`src/core/uic_consts.vh`:
```
// Purpose: Shared constants of the UART interrupt, clear and DMA-request block.
// Assumes: Byte addresses on a 32-bit AXI4-Lite bus, one aligned word per register.
// Notes:   Flag vectors are 13 bits wide and keep the register bit positions.
`ifndef UIC_CONSTS_VH
`define UIC_CONSTS_VH

// ----------------------------------------------------------------
// Register offsets
// ----------------------------------------------------------------
`define UIC_OFF_MASK 8'h38
`define UIC_OFF_RAW 8'h3c
`define UIC_OFF_MIS 8'h40
`define UIC_OFF_CLR 8'h44
`define UIC_OFF_DMA 8'h48

// ----------------------------------------------------------------
// Flag bit positions
// ----------------------------------------------------------------
`define UIC_FLAG_W 13
`define UIC_B_CTS 1
`define UIC_B_RX 4
`define UIC_B_TX 5
`define UIC_B_RTO 6
`define UIC_B_FE 7
`define UIC_B_PE 8
`define UIC_B_BE 9
`define UIC_B_OE 10
`define UIC_B_XOFF 11
`define UIC_B_TXFE 12
`define UIC_FLAG_IMPL 13'h1ff2
`define UIC_FLAG_ERR 13'h0780
`define UIC_FLAG_RST 13'h0000

// ----------------------------------------------------------------
// DMA control fields
// ----------------------------------------------------------------
`define UIC_DMA_W 4
`define UIC_D_RXE 0
`define UIC_D_TXE 1
`define UIC_D_STOP 3
`define UIC_DMA_IMPL 4'hb
`define UIC_DMA_RST 4'h0

// ----------------------------------------------------------------
// Bus answers
// ----------------------------------------------------------------
`define UIC_RESP_OKAY 2'h0
`define UIC_RESP_SLVERR 2'h2
`define UIC_WORD_ZERO 32'h0000_0000

`endif

```
`src/core/uic_flag_bank.v`:
```
// Purpose: Sticky pending flags set by hardware events, cleared by software.
// Assumes: Set and clear pulses are on the aclk domain.
// Notes:   A set in the same cycle as a clear leaves the flag set.
`include "uic_consts.vh"

module uic_flag_bank #(
  parameter W = 13
) (
  input wire aclk,
  input wire aresetn,
  input wire [W-1:0] set_i,
  input wire [W-1:0] clr_i,
  input wire [W-1:0] impl_i,
  output reg [W-1:0] flags_q
);

  wire [W-1:0] flags_d;

  // Set wins over clear; unimplemented positions stay zero
  assign flags_d = (set_i | (flags_q & ~clr_i)) & impl_i;

  always @(posedge aclk) begin
    if (!aresetn) begin
      flags_q <= {W{1'b0}};
    end else begin
      flags_q <= flags_d;
    end
  end

endmodule

```
`src/core/uic_top.v`:
```
// Purpose: Interrupt status, mask, clear and DMA-request control of a UART.
// Assumes: Event and DMA-want inputs come from UART logic on aclk.
// Notes:   Registers sit behind an AXI4-Lite slave; read data comes one cycle after the handshake, the write answer one cycle later.
//
// Overview of operation
// - Raw flags: CTS change bit 1, receive 4, transmit 5, receive timeout 6.
// - Raw flags: framing 7, parity 8, break 9, overrun 10.
// - Raw flags: XOFF 11, TX FIFO empty 12; read-only, reset to zero.
// - Masked status read-only: CTS bit 1, receive 4, transmit 5, timeout 6.
// - Masked status error flags at bits 7 to 10.
// - Masked status XOFF bit 11, TX empty 12; bits 31:13 read zero.
// - Clear register: one clears CTS, receive, transmit, timeout; zero does nothing.
// - Clear register bits 7 to 10 clear the error flags.
// - Clear register bit 11 clears XOFF, bit 12 clears TX empty.
// - Receive DMA requests only while DMA control bit 0 set; resets off.
// - Transmit DMA requests only while DMA control bit 1 set; resets off.
// - With DMA control bit 3 set, error interrupt suppresses receive DMA.
// - Mask bit one enables its source, zero disables; reads back.
//
// The AXI4-Lite register port is this design's own decision.
`include "uic_consts.vh"

module uic_top #(
  parameter ADDR_W = 8
) (
  input wire aclk,
  input wire aresetn,
  // AXI4-Lite slave
  input wire [ADDR_W-1:0] s_axi_awaddr,
  input wire [2:0] s_axi_awprot,
  input wire s_axi_awvalid,
  output reg s_axi_awready,
  input wire [31:0] s_axi_wdata,
  input wire [3:0] s_axi_wstrb,
  input wire s_axi_wvalid,
  output reg s_axi_wready,
  output reg [1:0] s_axi_bresp,
  output reg s_axi_bvalid,
  input wire s_axi_bready,
  input wire [ADDR_W-1:0] s_axi_araddr,
  input wire [2:0] s_axi_arprot,
  input wire s_axi_arvalid,
  output reg s_axi_arready,
  output reg [31:0] s_axi_rdata,
  output reg [1:0] s_axi_rresp,
  output reg s_axi_rvalid,
  input wire s_axi_rready,
  // Interrupt events from the UART datapath, one-cycle pulses
  input wire cts_change_evt,
  input wire receive_evt,
  input wire transmit_evt,
  input wire rx_timeout_evt,
  input wire framing_err_evt,
  input wire parity_err_evt,
  input wire break_err_evt,
  input wire overrun_err_evt,
  input wire flow_stop_evt,
  input wire tx_fifo_empty_evt,
  // DMA request conditions from the UART datapath, levels
  input wire rx_dma_want,
  input wire tx_dma_want,
  // Outputs to the interrupt and DMA controllers
  output reg uart_irq,
  output reg rx_dma_req,
  output reg tx_dma_req
);

  // ----------------------------------------------------------------
  // Helpers
  // ----------------------------------------------------------------
  // Byte-lane merge of a write into an old word
  function [31:0] strb_merge;
    input [31:0] old_w;
    input [31:0] new_w;
    input [3:0] strb;
    integer i;
    begin
      strb_merge = old_w;
      for (i = 0; i < 4; i = i + 1) begin
        if (strb[i]) begin
          strb_merge[i*8 +: 8] = new_w[i*8 +: 8];
        end
      end
    end
  endfunction

  // Word-index compare of a bus address against a register offset
  function hit;
    input [ADDR_W-1:0] addr;
    input [7:0] off;
    begin
      hit = (addr[ADDR_W-1:2] == {{(ADDR_W-8){1'b0}}, off[7:2]});
    end
  endfunction

  // Known-offset check used by both read and write decode
  function mapped;
    input [ADDR_W-1:0] addr;
    begin
      mapped = hit(addr, `UIC_OFF_MASK) | hit(addr, `UIC_OFF_RAW) |
               hit(addr, `UIC_OFF_MIS) | hit(addr, `UIC_OFF_CLR) |
               hit(addr, `UIC_OFF_DMA);
    end
  endfunction

  // Zero-extension of a flag vector to a bus word
  function [31:0] flag_word;
    input [`UIC_FLAG_W-1:0] f;
    begin
      flag_word = {{(32-`UIC_FLAG_W){1'b0}}, f};
    end
  endfunction

  // Zero-extension of the DMA control field to a bus word
  function [31:0] dma_field_word;
    input [`UIC_DMA_W-1:0] d;
    begin
      dma_field_word = {{(32-`UIC_DMA_W){1'b0}}, d};
    end
  endfunction

  // ----------------------------------------------------------------
  // State
  // ----------------------------------------------------------------
  reg aw_full_q;
  reg w_full_q;
  reg [ADDR_W-1:0] aw_addr_q;
  reg [31:0] w_data_q;
  reg [3:0] w_strb_q;
  reg [`UIC_FLAG_W-1:0] mask_q;
  reg [`UIC_DMA_W-1:0] dma_q;

  wire [`UIC_FLAG_W-1:0] raw_q;
  wire [`UIC_FLAG_W-1:0] masked;
  reg [`UIC_FLAG_W-1:0] evt_vec;
  wire [`UIC_FLAG_W-1:0] clr_vec;
  wire [31:0] clr_word;
  wire [31:0] mask_word;
  wire [31:0] dma_word;
  wire do_write;
  wire wr_mask_sel;
  wire wr_clr_sel;
  wire wr_dma_sel;
  wire wr_known;
  wire rd_known;
  wire err_irq;
  reg [31:0] rd_word;

  // ----------------------------------------------------------------
  // Event vector and sticky raw flags
  // ----------------------------------------------------------------
  // Reserved positions carry no event
  always @* begin
    evt_vec = {`UIC_FLAG_W{1'b0}};
    evt_vec[`UIC_B_CTS] = cts_change_evt;
    evt_vec[`UIC_B_RX] = receive_evt;
    evt_vec[`UIC_B_TX] = transmit_evt;
    evt_vec[`UIC_B_RTO] = rx_timeout_evt;
    evt_vec[`UIC_B_FE] = framing_err_evt;
    evt_vec[`UIC_B_PE] = parity_err_evt;
    evt_vec[`UIC_B_BE] = break_err_evt;
    evt_vec[`UIC_B_OE] = overrun_err_evt;
    evt_vec[`UIC_B_XOFF] = flow_stop_evt;
    evt_vec[`UIC_B_TXFE] = tx_fifo_empty_evt;
  end

  // ----------------------------------------------------------------
  // Address decode
  // ----------------------------------------------------------------
  // Write selects use the held address, read selects the live one
  assign wr_mask_sel = hit(aw_addr_q, `UIC_OFF_MASK);
  assign wr_clr_sel = hit(aw_addr_q, `UIC_OFF_CLR);
  assign wr_dma_sel = hit(aw_addr_q, `UIC_OFF_DMA);
  assign wr_known = mapped(aw_addr_q);
  assign rd_known = mapped(s_axi_araddr);

  // A write lands once address and data are both held and no answer waits
  assign do_write = aw_full_q & w_full_q & ~s_axi_bvalid;

  // Only enabled byte lanes of a clear write take effect
  assign clr_word = strb_merge(`UIC_WORD_ZERO, w_data_q, w_strb_q);
  assign clr_vec = (do_write & wr_clr_sel) ?
                   clr_word[`UIC_FLAG_W-1:0] : {`UIC_FLAG_W{1'b0}};

  uic_flag_bank #(
    .W(`UIC_FLAG_W)
  ) u_flags (
    .aclk(aclk),
    .aresetn(aresetn),
    .set_i(evt_vec),
    .clr_i(clr_vec),
    .impl_i(`UIC_FLAG_IMPL),
    .flags_q(raw_q)
  );

  assign masked = raw_q & mask_q;
  assign err_irq = |(masked & `UIC_FLAG_ERR);

  // ----------------------------------------------------------------
  // Write channel
  // ----------------------------------------------------------------
  assign mask_word = strb_merge(flag_word(mask_q), w_data_q, w_strb_q);
  assign dma_word = strb_merge(dma_field_word(dma_q), w_data_q, w_strb_q);

  always @(posedge aclk) begin
    if (!aresetn) begin
      aw_full_q <= 1'b0;
      w_full_q <= 1'b0;
      aw_addr_q <= {ADDR_W{1'b0}};
      w_data_q <= `UIC_WORD_ZERO;
      w_strb_q <= 4'h0;
      s_axi_awready <= 1'b0;
      s_axi_wready <= 1'b0;
      s_axi_bvalid <= 1'b0;
      s_axi_bresp <= `UIC_RESP_OKAY;
      mask_q <= `UIC_FLAG_RST;
      dma_q <= `UIC_DMA_RST;
    end else begin
      // Ready stays low while a word is held, so one write at most is in flight
      if (!aw_full_q && !s_axi_bvalid && !s_axi_awready) begin
        s_axi_awready <= 1'b1;
      end
      if (!w_full_q && !s_axi_bvalid && !s_axi_wready) begin
        s_axi_wready <= 1'b1;
      end
      if (s_axi_awvalid && s_axi_awready) begin
        aw_full_q <= 1'b1;
        aw_addr_q <= s_axi_awaddr;
        s_axi_awready <= 1'b0;
      end
      if (s_axi_wvalid && s_axi_wready) begin
        w_full_q <= 1'b1;
        w_data_q <= s_axi_wdata;
        w_strb_q <= s_axi_wstrb;
        s_axi_wready <= 1'b0;
      end
      if (do_write) begin
        aw_full_q <= 1'b0;
        w_full_q <= 1'b0;
        s_axi_bvalid <= 1'b1;
        s_axi_bresp <= wr_known ? `UIC_RESP_OKAY : `UIC_RESP_SLVERR;
        if (wr_mask_sel) begin
          mask_q <= mask_word[`UIC_FLAG_W-1:0] & `UIC_FLAG_IMPL;
        end
        if (wr_dma_sel) begin
          dma_q <= dma_word[`UIC_DMA_W-1:0] & `UIC_DMA_IMPL;
        end
      end
      if (s_axi_bvalid && s_axi_bready) begin
        s_axi_bvalid <= 1'b0;
      end
    end
  end

  // ----------------------------------------------------------------
  // Read channel
  // ----------------------------------------------------------------
  always @* begin
    rd_word = `UIC_WORD_ZERO;
    if (hit(s_axi_araddr, `UIC_OFF_MASK)) begin
      rd_word = flag_word(mask_q);
    end else if (hit(s_axi_araddr, `UIC_OFF_RAW)) begin
      rd_word = flag_word(raw_q);
    end else if (hit(s_axi_araddr, `UIC_OFF_MIS)) begin
      rd_word = flag_word(masked);
    end else if (hit(s_axi_araddr, `UIC_OFF_DMA)) begin
      rd_word = dma_field_word(dma_q);
    end
  end

  always @(posedge aclk) begin
    if (!aresetn) begin
      s_axi_arready <= 1'b0;
      s_axi_rvalid <= 1'b0;
      s_axi_rdata <= `UIC_WORD_ZERO;
      s_axi_rresp <= `UIC_RESP_OKAY;
    end else begin
      if (!s_axi_rvalid && !s_axi_arready) begin
        s_axi_arready <= 1'b1;
      end
      // Data and answer are latched from the address at the handshake edge
      if (s_axi_arvalid && s_axi_arready) begin
        s_axi_arready <= 1'b0;
        s_axi_rvalid <= 1'b1;
        s_axi_rdata <= rd_word;
        s_axi_rresp <= rd_known ? `UIC_RESP_OKAY : `UIC_RESP_SLVERR;
      end
      if (s_axi_rvalid && s_axi_rready) begin
        s_axi_rvalid <= 1'b0;
      end
    end
  end

  // ----------------------------------------------------------------
  // Interrupt and DMA request outputs
  // ----------------------------------------------------------------
  always @(posedge aclk) begin
    if (!aresetn) begin
      uart_irq <= 1'b0;
      rx_dma_req <= 1'b0;
      tx_dma_req <= 1'b0;
    end else begin
      // Each output leaves a flip-flop one edge after its inputs change
      uart_irq <= |masked;
      rx_dma_req <= rx_dma_want & dma_q[`UIC_D_RXE] &
                    ~(dma_q[`UIC_D_STOP] & err_irq);
      tx_dma_req <= tx_dma_want & dma_q[`UIC_D_TXE];
    end
  end

endmodule

```
`config.mk`:
```
export PLATFORM = sky130hd
export DESIGN_NAME = uic_top
export DESIGN_NICKNAME = d
export VERILOG_FILES = /design/src/core/uic_flag_bank.v /design/src/core/uic_top.v
export VERILOG_INCLUDE_DIRS = /design/src /design/src/core
export SDC_FILE = /design/constraint.sdc
export NUM_CORES = 1
export LEC_CHECK = 0
export ABC_AREA = 1
export BUFFER_PORTS_ARGS = -buffer_cell sky130_fd_sc_hd__buf_4
export CORE_MARGIN = 5
export CORE_UTILIZATION = 40
export CTS_CLUSTER_DIAMETER = 200
export DETAILED_ROUTE_END_ITERATION = 16
export GPL_ROUTABILITY_DRIVEN = 0
export PLACE_DENSITY = 0.67
export SYNTH_ARGS = -nofsm -noshare
export SYNTH_HDL_FRONTEND = slang
export SYNTH_SLANG_ARGS = --single-unit
```
`constraint.sdc`:
```
create_clock -name aclk -period 1.57 [get_ports aclk]
set_clock_uncertainty 0.05 [all_clocks]
set_input_delay 0.3925 -clock aclk [delete_from_list [all_inputs] [get_ports aclk]]
set_output_delay 0.3925 -clock aclk [all_outputs]
set_load 0.03 [all_outputs]
```
# --- Yosys cells after proc, flatten, opt, wreduce, memory -nomap -nowiden ---
# Index checks and enable logic that the tools add are counted.
word_totals:
  wordCells: 90
  register_bits: 95
op_classes:
  eq_ne: 10
  bitwise: 22
  muxes: 9
  reduce_logical: 28
ops:
  columns: ["operator", "n"]
  rows:
  - ["$mux 13", 4]
  - ["$eq 6x5->1 const B", 6]
  - ["$and 13x13->13", 2]
  - ["$eq 6x4->1 const B", 4]
  - ["$not 13->13", 1]
  - ["$or 13x13->13", 1]
  - ["$reduce_or 13->1", 1]
  - ["$reduce_or 2->1", 6]
  - ["$logic_and 1x1->1", 10]
  - ["$reduce_and 3->1", 3]
  - ["$mux 8", 1]
  - ["$or 1x1->1", 8]
  - ["$and 1x1->1", 7]
  - ["$logic_not 1->1", 7]
  - ["$mux 5", 1]
  - ["$mux 2", 2]
  - ["$mux 4", 1]
  - ["$reduce_or 4->1", 1]
  - ["$not 1->1", 3]

# --- Depth between registers and ports, before layout ---
logic_depth:
  depth_word: 7
  depth_mapped: 8
  ltp_nobuf: 8

# --- Cells and area by module ---
# Synthesis repeated with hierarchy kept, for this count alone.
unflattened:
  cells_unflattened: 502
  area_unflattened_um2: 3565.9
by_module_without_submodules:
  columns: ["module", "n_inst", "cells_per_inst", "area_per_inst_um2"]
  rows:
  - ["uic_top", 1, 423, 2996.6]
  - ["uic_flag_bank", 1, 79, 569.3]

# --- Least setup slack after synthesis ---
# Ideal clock, no wire load.
synth_path:
  path_type: "flip-flop to flip-flop"
  from: "reg s_axi_wready"
  to: "reg w_data_q[5]"
  setup_time_ps: 128
  slack_ps: 304
  n_path_buf: 1
  arrival_time_ps: 1087
  path_stages_with_launch: 5
  period_less_slack_ps: 1266
  path_cell_list: "dfxtp_1 > nand2_1 > clkbuf_1 > o21ai_0 > a21oi_1"
synth_between:
  elab_chain_len: 1
synth_lines:
  columns: ["element", "line", "source"]
  rows:
  - ["from (decl)", "uic_top.v:36", "output reg s_axi_wready,"]
  - ["from (signal assigned)", "uic_top.v:213", "s_axi_wready <= 1'b0;"]
  - ["from (signal assigned)", "uic_top.v:224", "s_axi_wready <= 1'b1;"]
  - ["from (signal assigned)", "uic_top.v:235", "s_axi_wready <= 1'b0;"]
  - ["$logic_and 1x1->1", "uic_top.v:231", "if (s_axi_wvalid && s_axi_wready) begin"]
  - ["to (signal assigned)", "uic_top.v:210", "w_data_q <= `UIC_WORD_ZERO;"]
  - ["to (signal assigned)", "uic_top.v:233", "w_data_q <= s_axi_wdata;"]
  - ["to (decl)", "uic_top.v:128", "reg [31:0] w_data_q;"]
# No other way between the ends.
# A chain may end at the register's enable or synchronous reset.

# --- Worst setup path after layout ---
layout_path:
  from: "reg aw_addr_q[2]"
  to: "reg mask_q[7]"
layout_between:
  elab_chain_len: 2
layout_lines:
  columns: ["element", "line", "source"]
  rows:
  - ["from (decl)", "uic_top.v:127", "reg [ADDR_W-1:0] aw_addr_q;"]
  - ["from (signal assigned)", "uic_top.v:209", "aw_addr_q <= {ADDR_W{1'b0}};"]
  - ["from (signal assigned)", "uic_top.v:228", "aw_addr_q <= s_axi_awaddr;"]
  - ["$eq 6x4->1", "uic_top.v:92", "hit = (addr[ADDR_W-1:2] == {{(ADDR_W-8){1'b0}}, off[7:2]});"]
  - ["$reduce_and 3->1 (no source line)", null, null]
  - ["to (signal assigned)", "uic_top.v:216", "mask_q <= `UIC_FLAG_RST;"]
  - ["to (signal assigned)", "uic_top.v:243", "mask_q <= mask_word[`UIC_FLAG_W-1:0] & `UIC_FLAG_IMPL;"]
  - ["to (decl)", "uic_top.v:130", "reg [`UIC_FLAG_W-1:0] mask_q;"]
# No other way between the ends.

==> summary.md <==
| Metric | Value |
|---|---|
| CP peak stage delay | 0.39 ns |
| Wirelength per Cell | 11.4 microns |
| GRT overflow | 0 |
| Slew Viols, Final | 0 |
| Area grow syn2layout | 23.5% |
| Mean Syn Cell Area | 6.81 sq um |
| Syn Std Cell Area | 0.00325 sq mm |
| Yosys Warn Count | 0 |
| Share of synthesized area occupied by flip-flops and latches | 0.413 |
| Hold buffer count at cts | 0 |
| Hold Path Origin | s_axi_rready |
| #FFs+latches synth | 67 |
| Setup Fix Bufs, Post-CTS | 0 |
| CTS clock-pin slew for the worst setup and hold paths | 0.07 ns |
| Antenna Cells | 0 |
| Slowest cell on crit path | nor3_4 |
| Setup WS pre-CTS | 0.0865 ns |
| Commonest non-fill, non-tap cell in the layout | nand2_1 |
| Worst vdd rail ir drop | 0.526 mV |
| Dpl hpwl | 5790 microns |
| Vias in the first global route | 2860 |
| Setup crit start | aw_addr_q[2] |
| DRC viols | 0 |
| Initial DRT Pass Iterations | 4 |
| Worst Reg2Reg Path Length in Cells | 6 |
| Met3 GRT Util | 0.0347 |
| Achievable frequency | 729 MHz |
| Die X-Extent | 100 microns |
| Final Hold Viols | 0 |
| Crit path kind | reg -> reg |
| Top cell by count, worst path | nand2_1 |
| Max-cap violations | 0 |
| Setup ws final | 0.199 ns |
| CTS HTree Levels | 3 |
| NumNets Final | 626 |
| Busiest grt layer | met2 |
| Clk sink count | 67 |
| Root Buffer | clkbuf_8 |
| Rows | 32 |
| TritonCTS clock tree | yes |
| Worst EP required | 1.76 ns |
| Worst skew pair latency | 0.34 ns |
| RSZ-0062 raised after global routing | false |
| Core Area | 0.00781 sq mm |
| Leakage | 2.01 nW |
| Cts repair resizes | 0 |
| Clk buf depth | 2 |
| CP Depth | 6 |
| Cell breakdown of the critical path | inv_1 > nand2_1 > nor3_4 > nand3_1 > nand2_1 > nor2_1 |
| Gr usage total | 0.154 |
| Commonest cells after routing, fill and taps aside | 110 x nand2_1, 76 x buf_4, 67 x dfxtp_1, 65 x inv_1, 51 x nor2_1 |
| RR Startpoint | aw_addr_q[2] |
| DR vias/cell | 4.61 |
| Setup crit end kind | flip-flop |
| Die span in y | 100 microns |
| Hold Path Depth | 2 |
| First DRT Iteration DRCs | 134 |
| PwrDens | 942 mW/mm^2 |
| Io pins | 121 |
| CP Launch Type | flip-flop |
| Initial antenna violation count | 0 |
| Buffers on Ports | 66 |
| GR Layer Usage met2 | 0.246 |
| Pin count of the biggest net entering global routing | 38 |
| WP buf/inv | 1 |
| Final antenna-violating net count | 0 |
| Setup violators final | 0 |
| Filler cell count | 807 |
| Wirelength, routed | 7480 microns |
| Synth unique cells | 23 |
| First-pass GRT wire length | 12600 microns |
| Period utilisation layout | 0.873 |
| Top Family by Delay on Critical Path | simple AND/OR/NAND/NOR gates |
| Crit-path max FO | 10 |
| Share of cells above drive strength 1 | 0.200 |
| Crit path DAT | 1.56 ns |
| Status | finished, final reports clean |
| Min-Delay Path Class | in -> reg |
| Starting Density | 0.416 |
| Routed vias | 3023 |
| Grt met1 use | 0.202 |
| Total CTS buffers | 9 |
| DIE AREA | 0.0100 sq mm |
| Synth Instances | 477 |
| Setup TNS | 0 ns |
| Crit path time final | 1.37 ns |
-- cell families (layout without fill, tap and decap cells) --
kind of cell    count (synthesis)  count (layout)  share of synthesized area
other cells                     1              22                    0.00115
buf+inv                       105             161                      0.152
flops                          67              67                      0.413
simple gates                  239             239                      0.334
compound gates                 65              65                      0.100
-- synth_stat cells (all sizes together) --
library cell,number,area [sq um]
nor3b,1,7.51
o21ai,25,125
nand3b,6,57.6
nor3,5,36.3
nand4,14,87.6
nand2,110,413
a21oi,40,200
buf,28,204
nand3,36,180
clkbuf,9,33.8
conb,1,3.75
nor2,59,251
or2,8,50.1
dfxtp,67,1340
inv,68,255
-- through the flow --
step,instances,power (W),util,hold WS (ns),cell area [sq um]
after floorplan,498,0.00220,-,0.373,3330
after global placement,640,0.00233,0.488,0.392,3810
after detailed placement,640,0.00235,0.488,0.395,3810
after CTS,656,0.00381,0.514,0.161,4010
after global routing,656,0.00396,0.514,0.170,4010
final,656,0.00378,0.514,0.173,4010
-- metal layers --
| layer | share of wire | up-vias |
|---|---|---|
| li1 | - | 1608 |
| met1 | 0.48 | 1316 |
| met2 | 0.44 | 86 |
| met3 | 0.065 | 13 |
| met4 | 0.014 | 0 |
| met5 | 0 | - |
-- final timing paths --
path / end / slack (ns)
worst max-delay path: mask_q[7] / 0.20
worst min-delay path: s_axi_rvalid / 0.17
worst max register to register: mask_q[7] / 0.20
worst min register to register: s_axi_rdata[4] / 0.41
-- report_power, final --
| part | internal [W] | switching (W) | total, W |
|---|---|---|---|
| logic | 0.000180 | 0.000305 | 0.000484 |
| clock network | 0.000825 | 0.000649 | 0.00147 |
| registers | 0.00177 | 0.0000482 | 0.00182 |
-- cell type report --
type,count,area [sq um],area share
multi-input cells,326,1490,0.372
flip-flops and latches,67,1340,0.334
repair buffers,77,591,0.147
inverters,68,255,0.0636
clock buffers,13,159,0.0396
well taps,102,128,0.0318
clock inverters,3,46.3,0.0115
-- state kept, by name, summed over array words and instances, names as in the netlist, 2 cells and up --
name,count
w_data_q,12
w_strb_q,2
dma_q,3
u_flags.flags_q,10
aw_addr_q,6
s_axi_rdata,12
mask_q,10
Note: power is estimated with default switching activity, not from simulation.
